**config.mk**
```make
export PLATFORM = sky130hd
export DESIGN_NAME = fpm_ctrl
export DESIGN_NICKNAME = d
export VERILOG_FILES = /design/src/rtl/fpm_pkg.sv /design/src/rtl/fpm_wait_timer.sv /design/src/rtl/fpm_ctrl.sv
export SDC_FILE = /design/constraint.sdc
export NUM_CORES = 1
export LEC_CHECK = 0
export BUFFER_PORTS_ARGS = -buffer_cell sky130_fd_sc_hd__buf_2
export CAP_MARGIN = 10
export CORE_ASPECT_RATIO = 1.75
export CORE_MARGIN = 2
export CORE_UTILIZATION = 40
export DETAILED_ROUTE_END_ITERATION = 8
export PLACE_DENSITY = 0.59
export SYNTH_ARGS = -nofsm -noshare
export SYNTH_HDL_FRONTEND = slang
export SYNTH_HIERARCHICAL = 1
export SYNTH_SLANG_ARGS = --single-unit
```
**constraint.sdc**
```tcl
create_clock -name mclk_i -period 2.23 [get_ports mclk_i]
set_input_delay 0.3345 -clock mclk_i [delete_from_list [all_inputs] [get_ports mclk_i]]
set_output_delay 0.3345 -clock mclk_i [all_outputs]
set_load 0.02 [all_outputs]
```
**src/rtl/fpm_pkg.sv**
```systemverilog
// Constants and carrier types for the flash power mode controller.
// Assumes a 16-bit register port on the system clock, 10 MHz.
`default_nettype none
package fpm_pkg;
   // Register word addresses
   localparam logic [15:0] ADDR_POWER_REQUEST = 16'h0a82;
   localparam logic [15:0] ADDR_POWER_STATUS = 16'h0a83;
   localparam logic [15:0] ADDR_SLEEP_STANDBY_WAIT = 16'h0a84;
   localparam logic [15:0] ADDR_STANDBY_ACTIVE_WAIT = 16'h0a85;

   // Field positions
   localparam int MODE_LSB = 0;
   localparam int STANDBY_RUN_BIT = 2;
   localparam int ACTIVE_RUN_BIT = 3;
   localparam int FAULT_BIT = 8;
   localparam int COUNT_W = 9;

   // Mode codes, shared by request and status fields
   localparam logic [1:0] MODE_SLEEP = 2'h0;
   localparam logic [1:0] MODE_STANDBY = 2'h1;
   localparam logic [1:0] MODE_RESERVED = 2'h2;
   localparam logic [1:0] MODE_ACTIVE = 2'h3;

   // Values after reset
   localparam logic [1:0] RST_POWER_REQUEST = 2'h0;
   localparam logic [8:0] RST_WAIT_COUNT = 9'h1ff;
   localparam logic [15:0] RST_READ_DATA = 16'h0000;

   // Register port request
   typedef struct packed {
      logic [15:0] addr;
      logic wr;
      logic rd;
      logic [15:0] wdata;
   } fpm_bus_req_t;

   // Sequencer states
   typedef enum logic [2:0] {
      ST_SLEEP = 3'b000,
      ST_TO_STANDBY = 3'b001,
      ST_STANDBY = 3'b010,
      ST_TO_ACTIVE = 3'b011,
      ST_ACTIVE = 3'b100
   } fpm_state_t;
endpackage
`default_nettype wire

```
**src/rtl/fpm_wait_timer.sv**
```systemverilog
// Down-counting transition wait timer.
// Assumes start and abort come from logic on the same clock.
`default_nettype none
module fpm_wait_timer (
   // Clock and reset
   input wire logic mclk_i,
   input wire logic rst_b_i,
   // Control
   input wire logic start_i,
   input wire logic abort_i,
   input wire logic [8:0] count_i,
   // Status
   output logic busy_o,
   output logic done_o
);
   logic [8:0] cnt;
   logic [8:0] next_cnt;
   logic next_busy;
   logic next_done;

   // Busy for count_i cycles; a count of zero still takes one cycle
   always_comb begin
      next_cnt = cnt;
      next_busy = busy_o;
      next_done = 1'b0;
      if (abort_i) begin
         next_busy = 1'b0;
         next_cnt = 9'h000;
      end else if (start_i) begin
         next_busy = 1'b1;
         next_cnt = count_i;
      end else if (busy_o) begin
         if (cnt <= 9'h001) begin
            next_busy = 1'b0;
            next_done = 1'b1;
            next_cnt = 9'h000;
         end else begin
            next_cnt = cnt - 9'h001;
         end
      end
   end

   always_ff @(posedge mclk_i) begin
      if (!rst_b_i) begin
         cnt <= 9'h000;
         busy_o <= 1'b0;
         done_o <= 1'b0;
      end else begin
         cnt <= next_cnt;
         busy_o <= next_busy;
         done_o <= next_done;
      end
   end
endmodule
`default_nettype wire

```
**src/rtl/fpm_ctrl.sv**
```systemverilog
// Flash bank and pump power mode controller with its four registers.
// Assumes the CPU port, override pulses, debug and lock flags share mclk_i;
// the pump supply signal is asynchronous and is synchronised here.
`default_nettype none
module fpm_ctrl (
   // Clock and reset
   input wire logic mclk_i,
   input wire logic rst_b_i,
   // Register port
   input wire fpm_pkg::fpm_bus_req_t bus_i,
   input wire logic debug_access_i,
   output logic [15:0] rdata_o,
   output logic rvalid_o,
   // Protection
   input wire logic write_protect_override_on_i,
   input wire logic write_protect_override_off_i,
   input wire logic code_security_unit_locked_i,
   // Pump and bank
   input wire logic pump_supply_out_of_range_i,
   output logic [1:0] pump_mode_o
);
   fpm_pkg::fpm_state_t state, next_state;
   logic [1:0] flash_power_request, next_flash_power_request;
   logic [8:0] sleep_standby_count, next_sleep_standby_count;
   logic [8:0] standby_active_count, next_standby_active_count;
   logic supply_fault_flag, next_supply_fault_flag;
   logic override_on, next_override_on;
   logic [15:0] next_rdata;
   logic next_rvalid;
   logic [1:0] next_pump_mode;
   logic fault_meta, fault_sync;
   logic wr_ok, rd_ok;
   logic standby_start, active_start, standby_abort, active_abort;
   logic standby_counter_running, active_counter_running;
   logic standby_done, active_done;
   logic [1:0] current_power_mode;

   // Mode reported for a sequencer state
   function automatic logic [1:0] state_mode(input fpm_pkg::fpm_state_t s);
      case (s)
         fpm_pkg::ST_STANDBY: state_mode = fpm_pkg::MODE_STANDBY;
         fpm_pkg::ST_TO_ACTIVE: state_mode = fpm_pkg::MODE_STANDBY;
         fpm_pkg::ST_ACTIVE: state_mode = fpm_pkg::MODE_ACTIVE;
         default: state_mode = fpm_pkg::MODE_SLEEP;
      endcase
   endfunction

   // Pump supply level is asynchronous to mclk_i
   always_ff @(posedge mclk_i) begin
      if (!rst_b_i) begin
         fault_meta <= 1'b0;
         fault_sync <= 1'b0;
      end else begin
         fault_meta <= pump_supply_out_of_range_i;
         fault_sync <= fault_meta;
      end
   end

   // Access qualification
   assign rd_ok = bus_i.rd && !code_security_unit_locked_i;
   assign wr_ok = bus_i.wr && !code_security_unit_locked_i
      && (override_on || debug_access_i);
   assign current_power_mode = state_mode(state);

   // Register file next values
   always_comb begin
      next_override_on = override_on;
      next_flash_power_request = flash_power_request;
      next_sleep_standby_count = sleep_standby_count;
      next_standby_active_count = standby_active_count;
      next_supply_fault_flag = supply_fault_flag;
      next_rdata = fpm_pkg::RST_READ_DATA;
      next_rvalid = bus_i.rd;
      // Off wins if both arrive together, the safer outcome
      if (write_protect_override_on_i) begin
         next_override_on = 1'b1;
      end
      if (write_protect_override_off_i) begin
         next_override_on = 1'b0;
      end
      if (wr_ok) begin
         case (bus_i.addr)
            fpm_pkg::ADDR_POWER_REQUEST: begin
               // Reserved code leaves the request unchanged
               if (bus_i.wdata[1:0] != fpm_pkg::MODE_RESERVED) begin
                  next_flash_power_request = bus_i.wdata[1:0];
               end
            end
            fpm_pkg::ADDR_POWER_STATUS: begin
               if (bus_i.wdata[fpm_pkg::FAULT_BIT]) begin
                  next_supply_fault_flag = 1'b0;
               end
            end
            fpm_pkg::ADDR_SLEEP_STANDBY_WAIT: begin
               next_sleep_standby_count = bus_i.wdata[8:0];
            end
            fpm_pkg::ADDR_STANDBY_ACTIVE_WAIT: begin
               next_standby_active_count = bus_i.wdata[8:0];
            end
            default: begin
               next_flash_power_request = flash_power_request;
            end
         endcase
      end
      // A fault in the clearing cycle is kept
      if (fault_sync) begin
         next_supply_fault_flag = 1'b1;
      end
      // Locked or unmapped reads return zero, reserved bits zero
      if (rd_ok) begin
         case (bus_i.addr)
            fpm_pkg::ADDR_POWER_REQUEST: begin
               next_rdata = {14'h0000, flash_power_request};
            end
            fpm_pkg::ADDR_POWER_STATUS: begin
               next_rdata = {7'h00, supply_fault_flag, 4'h0,
                  active_counter_running, standby_counter_running,
                  current_power_mode};
            end
            fpm_pkg::ADDR_SLEEP_STANDBY_WAIT: begin
               next_rdata = {7'h00, sleep_standby_count};
            end
            fpm_pkg::ADDR_STANDBY_ACTIVE_WAIT: begin
               next_rdata = {7'h00, standby_active_count};
            end
            default: begin
               next_rdata = fpm_pkg::RST_READ_DATA;
            end
         endcase
      end
   end

   always_ff @(posedge mclk_i) begin
      if (!rst_b_i) begin
         override_on <= 1'b0;
         flash_power_request <= fpm_pkg::RST_POWER_REQUEST;
         sleep_standby_count <= fpm_pkg::RST_WAIT_COUNT;
         standby_active_count <= fpm_pkg::RST_WAIT_COUNT;
         supply_fault_flag <= 1'b0;
         rdata_o <= fpm_pkg::RST_READ_DATA;
         rvalid_o <= 1'b0;
      end else begin
         override_on <= next_override_on;
         flash_power_request <= next_flash_power_request;
         sleep_standby_count <= next_sleep_standby_count;
         standby_active_count <= next_standby_active_count;
         supply_fault_flag <= next_supply_fault_flag;
         rdata_o <= next_rdata;
         rvalid_o <= next_rvalid;
      end
   end

   // Sequencer: power-down is immediate, power-up waits out each stage
   always_comb begin
      next_state = state;
      standby_start = 1'b0;
      active_start = 1'b0;
      standby_abort = 1'b0;
      active_abort = 1'b0;
      case (state)
         fpm_pkg::ST_SLEEP: begin
            if (flash_power_request != fpm_pkg::MODE_SLEEP) begin
               next_state = fpm_pkg::ST_TO_STANDBY;
               standby_start = 1'b1;
            end
         end
         fpm_pkg::ST_TO_STANDBY: begin
            if (flash_power_request == fpm_pkg::MODE_SLEEP) begin
               next_state = fpm_pkg::ST_SLEEP;
               standby_abort = 1'b1;
            end else if (standby_done) begin
               next_state = fpm_pkg::ST_STANDBY;
            end
         end
         fpm_pkg::ST_STANDBY: begin
            if (flash_power_request == fpm_pkg::MODE_SLEEP) begin
               next_state = fpm_pkg::ST_SLEEP;
            end else if (flash_power_request == fpm_pkg::MODE_ACTIVE) begin
               next_state = fpm_pkg::ST_TO_ACTIVE;
               active_start = 1'b1;
            end
         end
         fpm_pkg::ST_TO_ACTIVE: begin
            if (flash_power_request != fpm_pkg::MODE_ACTIVE) begin
               next_state = (flash_power_request == fpm_pkg::MODE_SLEEP) ?
                  fpm_pkg::ST_SLEEP : fpm_pkg::ST_STANDBY;
               active_abort = 1'b1;
            end else if (active_done) begin
               next_state = fpm_pkg::ST_ACTIVE;
            end
         end
         fpm_pkg::ST_ACTIVE: begin
            if (flash_power_request == fpm_pkg::MODE_SLEEP) begin
               next_state = fpm_pkg::ST_SLEEP;
            end else if (flash_power_request == fpm_pkg::MODE_STANDBY) begin
               next_state = fpm_pkg::ST_STANDBY;
            end
         end
         default: begin
            next_state = fpm_pkg::ST_SLEEP;
         end
      endcase
      // Pump is driven toward the target of a running stage
      case (next_state)
         fpm_pkg::ST_TO_STANDBY: next_pump_mode = fpm_pkg::MODE_STANDBY;
         fpm_pkg::ST_TO_ACTIVE: next_pump_mode = fpm_pkg::MODE_ACTIVE;
         default: next_pump_mode = state_mode(next_state);
      endcase
   end

   always_ff @(posedge mclk_i) begin
      if (!rst_b_i) begin
         state <= fpm_pkg::ST_SLEEP;
         pump_mode_o <= fpm_pkg::MODE_SLEEP;
      end else begin
         state <= next_state;
         pump_mode_o <= next_pump_mode;
      end
   end

   fpm_wait_timer u_standby_timer (
      .mclk_i(mclk_i),
      .rst_b_i(rst_b_i),
      .start_i(standby_start),
      .abort_i(standby_abort),
      .count_i(sleep_standby_count),
      .busy_o(standby_counter_running),
      .done_o(standby_done)
   );

   fpm_wait_timer u_active_timer (
      .mclk_i(mclk_i),
      .rst_b_i(rst_b_i),
      .start_i(active_start),
      .abort_i(active_abort),
      .count_i(standby_active_count),
      .busy_o(active_counter_running),
      .done_o(active_done)
   );
endmodule
`default_nettype wire

```
==> results of run 1 <==
[routing by layer]
layer,track usage [%],up-vias,part of all wire (%)
li1,-,1527,-
met1,22.2,1451,39
met2,36.6,76,56
met3,5.05,12,3.8
met4,9.08,0,1.7
met5,0,-,0
[registers in the layout, indices dropped and copies added (netlist names)]
name,flops
u_standby_timer/cnt,9
u_standby_timer/busy_o,1
override_on,1
rdata_o,9
supply_fault_flag,1
u_active_timer/cnt,9
rvalid_o,1
u_active_timer/done_o,1
standby_active_count,9
state,3
fault_meta,1
flash_power_request,2
pump_mode_o,2
sleep_standby_count,9
u_standby_timer/done_o,1
fault_sync,1
u_active_timer/busy_o,1
[final timing paths]
check	start	to	slack (ns)	cells past startpoint
max	state[1]	u_active_timer/cnt[4]	0.31	7
min	write_protect_override_off_i	override_on	0.17	2
max reg2reg	state[1]	u_active_timer/cnt[4]	0.31	7
min reg2reg	fault_meta	fault_sync	0.44	1
[cells in the mapped netlist, types with 9 or more instances]
library cell	count	share of area, %
a21oi_1	33	5.1
and3_1	14	2.7
buf_4	9	2.1
clkbuf_1	16	1.9
dfxtp_1	61	38
inv_1	15	1.7
nand2b_1	9	1.7
nand3_1	47	7.3
nand4_1	19	3.7
nor2_1	24	2.8
nor3_1	15	2.3
o21ai_0	19	2.9
[power by group through the flow]
stage	Sequential, mW	Clock [mW]	Combinational (mW)
floorplan	1.12	0	0.0702
global placement	1.12	0	0.122
detailed placement	1.12	0	0.123
CTS	1.10	1.41	0.123
global route	1.10	1.46	0.135
finish	1.10	1.37	0.123
[worst max-delay path, cell delays in order, from the launching register on]
cell and delay [ns]:
dfxtp_1 0.49, nand2b_1 0.17, nor3_1 0.37, buf_12 0.20, inv_1 0.12, and3_2 0.21, a21oi_1 0.13, o22ai_1 0.10
[cell families (layout without fill, tap and decap cells)]
| logic type | after synthesis | in the layout | share of synthesized area, % |
|---|---|---|---|
| other | 1 | 7 | 0.116 |
| buffers and inverters | 47 | 89 | 7.41 |
| AND/OR/NAND/NOR | 174 | 174 | 32.7 |
| multiplexers | 7 | 7 | 2.31 |
| AO/OA/AOI/OAI | 90 | 90 | 17.5 |
| flip-flops | 61 | 61 | 37.7 |
| XOR/XNOR | 3 | 3 | 0.810 |
| adder cells (fa/ha/maj) | 4 | 4 | 1.54 |
[area by class of cell]
cell class	count	area (um2)
multi-input cells	285	1810
well taps	90	113
repair buffers	59	343
flip-flops and latches	61	1220
fillers	766	4070
inverters	15	56.3
clock buffers	14	264
clock inverters	1	30.0
[through the flow]
step           instances  util, %  instance area, um2  power, mW  hold slack (ns)
2_1_floorplan        393        -                3270       1.19            0.412
3_3_place_gp         510     44.8                3540       1.24            0.427
3_5_place_dp         510     44.8                3540       1.24            0.431
4_1_cts              525     48.5                3840       2.63            0.158
5_1_grt              525     48.5                3840       2.69            0.161
6_report             525     48.5                3840       2.59            0.170
==> qor.txt, run 1 <==
run status = finished, final reports clean
grt total ovfl = 0
Final Max Slew Viols = 0
Post-synth ARST share = 0%
synthesized area = 0.00324 mm2
CTS tree = built
htree depth = 3
Reg clk slew, reported paths = 0.05 ns
area grow syn2layout = 18.3%
Seq/Total Area, Yosys = 37.7%
max-cap check violation count = 0
Final Cycle Share = 86.3%
switching share of power = 20.4%
vias in the first global route = 2924
dpl hpwl = 6450 um
Critical Setup Path Class = reg -> reg
pin count of the biggest net entering global routing = 22
EDFF count, synth = 0
Die H = 123 um
Arr. time, crit path = 2.13 ns
leading cell types in the layout, fill and taps excluded = 61 x dfxtp_1, 47 x nand3_1, 45 x buf_2
largest fanout on the critical path = 17
CTS sink count = 61
# setup viols final = 0
Hold Vio Cnt, Final = 0
Die ar. = 0.00887 mm2
share of layout cells above drive strength 1 = 22.1%
All-Layer GR Usage = 20.4%
DRT antenna net count = 0
Worst Clk Skew = 0.00451 ns
# DRC = 0
HP Class = in -> reg
Startpoint Class = flop
# port buffers = 45
clk root buf = clkbuf_16
Max-slew headroom = 65.3%
Site Rows = 43
Leak Pwr = 1.47 nW
Final GP Congestion = 0.868
power share of the sequential group = 42.4%
# IOs = 60
Num CTS Buffers = 9
Worst-Skew Late Latency = 0.33 ns
maximum clock rate = 0.520 GHz
Clock Tree Buf Depth = 2
Total Nets Final = 476
Max IR drop VDD = 0.355 mV
Sw Pwr = 0.528 mW
Setup WS pre-CTS = 0.336 ns
Routed Wire Length = 8420 um
clock network fraction of total power = 52.8%
Placeable Area = 0.00791 mm2
Critical Path Sink Type = flop
synth warn = 6
Avg WL per Cell = 16.0 um
syn avg cell area = 8.38 um2
RSZ-0062 raised after global routing = no
post-layout min period = 1.92 ns
Ant. Diodes = 0
Worst Max-Slew Pin Slew = 0.518 ns
P_int = 2.06 mW
Post-CTS Setup Bufs = 0
WP data required = 2.44 ns
final setup margin = 0.306 ns
ys flop type = dfxtp_1
DRT Pass-1 Iters = 5
Initial Util = 41.0%
commonest non-fill, non-tap cell in the layout = dfxtp_1
FF+latch count, synth = 61
routed vias/inst = 5.84
Cells after Synth = 387
initial antenna violation count = 0
Hold Buf Count CTS = 0
drt initial violations = 183
first-pass GRT wire length = 13900 um
setup TNS = 0 ns
Yosys cell types = 56
PostCTS Resize Cnt = 0
PwrDens = 674 mW/mm2
combinational share of power = 4.7%
Die X = 72.1 um
DR vias = 3066
Note: power is estimated with default switching activity, not from simulation.
==> run 2: changes to the inputs <==
Settings changed: CTS_CLUSTER_DIAMETER set to 120, PLACE_DENSITY 0.59 to 0.69.
==> qor.txt, run 2 (synthesis results as in run 1) <==
HP Class = in -> reg
maximum clock rate = 0.512 GHz (-1.5%)
setup TNS = 0 ns (unchanged)
Die X = 72.1 um (unchanged)
DR vias = 3100 (+1.1%)
Design Power = 2.77 mW (+7.0%)
Startpoint Class = flop
max-cap check violation count = 0 (unchanged)
CTS tree = built
count of non-filler cells in the finished layout = 526 (+0.19%)
Total Nets Final = 477 (+0.21%)
# setup viols final = 0 (unchanged)
area grow syn2layout = 19.4%
Die ar. = 0.00887 mm2 (unchanged)
PostCTS Resize Cnt = 0 (unchanged)
htree depth = 3 (unchanged)
r2r worst-path depth = 7 (unchanged)
# IOs = 60 (unchanged)
commonest non-fill, non-tap cell in the layout = dfxtp_1
Max-slew headroom = 63.0% (-2.3 points)
r2r setup slk = 0.28 ns (-0.03 ns)
# DRC = 0 (unchanged)
Final Cycle Share = 87.6% (+1.3 points)
# port buffers = 45 (unchanged)
Final Cell Area = 0.00387 mm2 (+0.91%)
Max IR drop VDD = 0.562 mV (+58%)
Initial Util = 41.0% (unchanged)
Ant. Diodes = 0 (unchanged)
Clock Tree Buf Depth = 2 (unchanged)
Final GP Congestion = 0.874 (+0.71%)
run status = finished, final reports clean
Die H = 123 um (unchanged)
R2R Path Start = state[1]
worst hold margin = 0.167 ns (-0.00289 ns)
Critical Path Sink Type = flop
pin count of the biggest net entering global routing = 22 (unchanged)
vias in the first global route = 3106 (+6.2%)
Reg clk slew, reported paths = 0.05 ns (about the same)
Hold Vio Cnt, Final = 0 (unchanged)
Critical R2R Capture = u_active_timer/cnt[4]
dpl hpwl = 6500 um (+0.78%)
CTS sink count = 61 (unchanged)
All-Layer GR Usage = 20.9% (+0.51 points)
Hold Startpoint = write_protect_override_off_i
Placeable Area = 0.00791 mm2 (unchanged)
Critical Setup Path Class = reg -> reg
Worst Clk Skew = 0.00683 ns (+0.00232 ns)
DRT Pass-1 Iters = 5 (unchanged)
placed instance area = 0.00354 mm2 (-0.14%)
share of layout cells above drive strength 1 = 22.9% (+0.87 points)
largest fanout on the critical path = 17 (unchanged)
Worst-Skew Late Latency = 0.33 ns (about the same)
clk root buf = clkbuf_16
WP data required = 2.43 ns (about the same)
routed vias/inst = 5.89 (+0.92%)
placed cell count = 511 (+0.20%)
Leak Pwr = 1.49 nW (+1.4%)
PwrDens = 715 mW/mm2 (+6.0%)
Final Max Slew Viols = 0 (unchanged)
initial antenna violation count = 0 (unchanged)
Avg WL per Cell = 16.4 um (+2.3%)
RSZ-0062 raised after global routing = no
CP endpoint = u_active_timer/cnt[4]
leading cell types in the layout, fill and taps excluded = 61 x dfxtp_1, 47 x nand3_1, 45 x buf_2
Worst Max-Slew Pin Slew = 0.553 ns (+0.0349 ns)
Hold Buf Count CTS = 0 (unchanged)
Routed Wire Length = 8630 um (+2.5%)
Site Rows = 43 (unchanged)
post-layout min period = 1.95 ns (+0.0291 ns)
Post-CTS Setup Bufs = 0 (unchanged)
DRT antenna net count = 0 (unchanged)
first-pass GRT wire length = 14300 um (+2.3%)
drt initial violations = 229 (+25%)
start point of the critical path = state[1]
grt total ovfl = 0 (unchanged)
Num CTS Buffers = 9 (unchanged)
Arr. time, crit path = 2.15 ns (+0.02 ns)
## run 2: cell types whose count changed in the layout (fill, tap and decap cells not counted), sizes merged
cell and delta:
clkbuf -2, bufinv +1, buf +1, clkinvlp +1
## run 2: how the worst min path moves through the flow
stage,slack (ns),endpoint,depth (start not counted)
floorplan,0.41,fault_sync,1
global placement,0.42,fault_sync,1
detailed placement,0.43,fault_sync,1
CTS,0.16,override_on,2
global route,0.17,override_on,2
finish,0.17,override_on,2
## run 2: stage by stage
step | setup slack (ns) | utilization [%]
2_1_floorplan | 0.526 | -
3_3_place_gp | 0.334 | 44.7
3_5_place_dp | 0.339 | 44.7
4_1_cts | 0.317 | 49.0
5_1_grt | 0.161 | 49.0
6_report | 0.277 | 49.0
## run 2: power by group
part | switching, mW | internal (mW) | leakage [nW] | total (mW)
registers | 0.00182 | 1.10 | 0.493 | 1.10
clock network | 0.487 | 1.06 | 0.161 | 1.55
logic | 0.0776 | 0.0449 | 0.834 | 0.123
## run 2: final cells by class
cell class	instances	area (um2)
Fill cell	775	4040
Multi-Input combinational cell	285	1810
Sequential cell	61	1220
Timing Repair Buffer	60	338
Clock buffer	12	267
Tap cell	90	113
Clock inverter	3	67.6
Inverter	15	56.3
## run 2: worst max-delay path: stages (launching register included)
cell and delay [ns]:
dfxtp_1 0.48, nand2b_1 0.18, nor3_1 0.25, buf_4 0.27
inv_1 0.18, and3_2 0.23, a21oi_1 0.13, o22ai_1 0.10
## run 2: metal layers
layer / vias up / global-route usage, % / part of all wire, %
li1: 1522 / - / -
met1: 1480 / 20.5 / 37
met2: 71 / 39.2 / 56
met3: 27 / 3.67 / 2.8
met4: 0 / 13.2 / 4.2
met5: - / 0 / 0
==> run 3: changes to the inputs <==
Settings changed: BUFFER_PORTS_ARGS -buffer_cell sky130_fd_sc_hd__buf_2 to not set, DONT_BUFFER_PORTS set to 1, MAX_ROUTING_LAYER set to met4, PLACE_DENSITY 0.69 to 0.62, SLEW_MARGIN set to 20.
==> qor.txt, run 3 (synthesis results as in run 1) <==
Final Max Slew Viols = 0 (unchanged)
# setup viols final = 0 (unchanged)
Design Power = 2.45 mW (-12%)
Clock Tree Buf Depth = 2 (unchanged)
Core Util, Final = 45.4% (-3.6 points)
vias in the first global route = 2753 (-11%)
clk root buf = clkbuf_16
DRT antenna net count = 0 (unchanged)
htree depth = 3 (unchanged)
final setup margin = 0.489 ns (+0.212 ns)
PwrDens = 681 mW/mm2 (-4.7%)
area grow syn2layout = 10.7%
count of non-filler cells in the finished layout = 481 (-8.6%)
pin count of the biggest net entering global routing = 29 (+32%)
All-Layer GR Usage = 20.1% (-0.81 points)
CP max stage cell = dfxtp_1
Die X = 72.1 um (unchanged)
Die ar. = 0.00887 mm2 (unchanged)
DRT Pass-1 Iters = 4 (-1)
Critical Setup Path Class = reg -> reg
initial antenna violation count = 0 (unchanged)
max-cap check violation count = 0 (unchanged)
Buf+Inv Stages, Crit Path = 2 (unchanged)
Worst Clk Skew = 0.00693 ns (+0.000102 ns)
Post-CTS Setup Bufs = 0 (unchanged)
HP Class = in -> reg
commonest non-fill, non-tap cell in the layout = dfxtp_1
Ant. Diodes = 0 (unchanged)
CP Cell Sequence = nand2b_1 > nor3_2 > buf_4 > inv_1 > and3_2 > a21oi_1 > o22ai_1
routed vias/inst = 5.93 (+0.68%)
Die H = 123 um (unchanged)
# DRC = 0 (unchanged)
RSZ-0062 raised after global routing = no
maximum clock rate = 0.574 GHz (+12%)
Largest stage delay, worst path = 0.49 ns (about the same)
dpl hpwl = 6260 um (-3.8%)
Worst-Skew Late Latency = 0.33 ns (about the same)
Avg WL per Cell = 17.0 um (+3.5%)
placed instance area = 0.00331 mm2 (-6.4%)
Leak Pwr = 1.26 nW (-15%)
Routed Wire Length = 8160 um (-5.4%)
CTS tree = built
setup TNS = 0 ns (unchanged)
Final Cell Area = 0.00359 mm2 (-7.3%)
R2R Path Start = state[1]
Site Rows = 43 (unchanged)
grt total ovfl = 0 (unchanged)
first-pass GRT wire length = 13300 um (-6.9%)
Arr. time, crit path = 1.95 ns (-0.20 ns)
PostCTS Resize Cnt = 0 (unchanged)
post-layout min period = 1.74 ns (-0.212 ns)
Placeable Area = 0.00791 mm2 (unchanged)
WP data required = 2.44 ns (about the same)
Total Nets Final = 431 (-9.6%)
Num CTS Buffers = 9 (unchanged)
Setup WS pre-CTS = 0.486 ns (+0.147 ns)
# port buffers = 0 (-100%)
crit-path leading delay family = simple AND/OR/NAND/NOR gates
share of layout cells above drive strength 1 = 14.1% (-8.9 points)
Max IR drop VDD = 0.363 mV (-35%)
Critical Path Sink Type = flop
DR vias = 2854 (-7.9%)
Initial Util = 41.0% (unchanged)
drt initial violations = 206 (-10%)
Hold Vio Cnt, Final = 0 (unchanged)
largest fanout on the critical path = 9 (-8)
Hold Buf Count CTS = 0 (unchanged)
Final Cycle Share = 78.1% (-9.5 points)
run status = finished, final reports clean
worst hold margin = 0.0801 ns (-0.0872 ns)
Hold Startpoint = rst_b_i
Max-slew headroom = 62.7% (-0.31 points)
leading cell types in the layout, fill and taps excluded = 61 x dfxtp_1, 47 x nand3_1, 33 x a21oi_1
placed cell count = 465 (-9.0%)
CTS sink count = 61 (unchanged)
Final GP Congestion = 0.901 (+3.1%)
start point of the critical path = state[1]
Reg clk slew, reported paths = 0.05 ns (about the same)
Worst Max-Slew Pin Slew = 0.558 ns (+0.00464 ns)
# IOs = 60 (unchanged)
Startpoint Class = flop
==> run 3: power breakdown <==
group | total (mW) | internal, mW | switching (mW)
clock network | 1.28 | 0.805 | 0.474
registers | 1.10 | 1.10 | 0.00295
logic | 0.0683 | 0.0233 | 0.0450
==> run 3: routing by layer <==
metal	global-route usage, %	wire length [um]
met5	-	0
met4	11.7	340
met3	5.05	290
met2	36.4	4570
met1	18.7	2960
==> run 3: final timing paths <==
path / to / slack [ns] / depth (start not counted)
worst max-delay path: u_active_timer/cnt[4] / 0.49 / 7
worst min-delay path: sleep_standby_count[1] / 0.08 / 1
worst max register to register: u_active_timer/cnt[4] / 0.49 / 7
worst min register to register: fault_sync / 0.45 / 1
==> run 3: cell type report <==
cell class / count / area [um2]
Clock buffer: 12 / 256
Clock inverter: 4 / 22.5
Fill cell: 772 / 4320
Inverter: 15 / 56.3
Multi-Input combinational cell: 285 / 1820
Sequential cell: 61 / 1220
Tap cell: 90 / 113
Timing Repair Buffer: 14 / 105
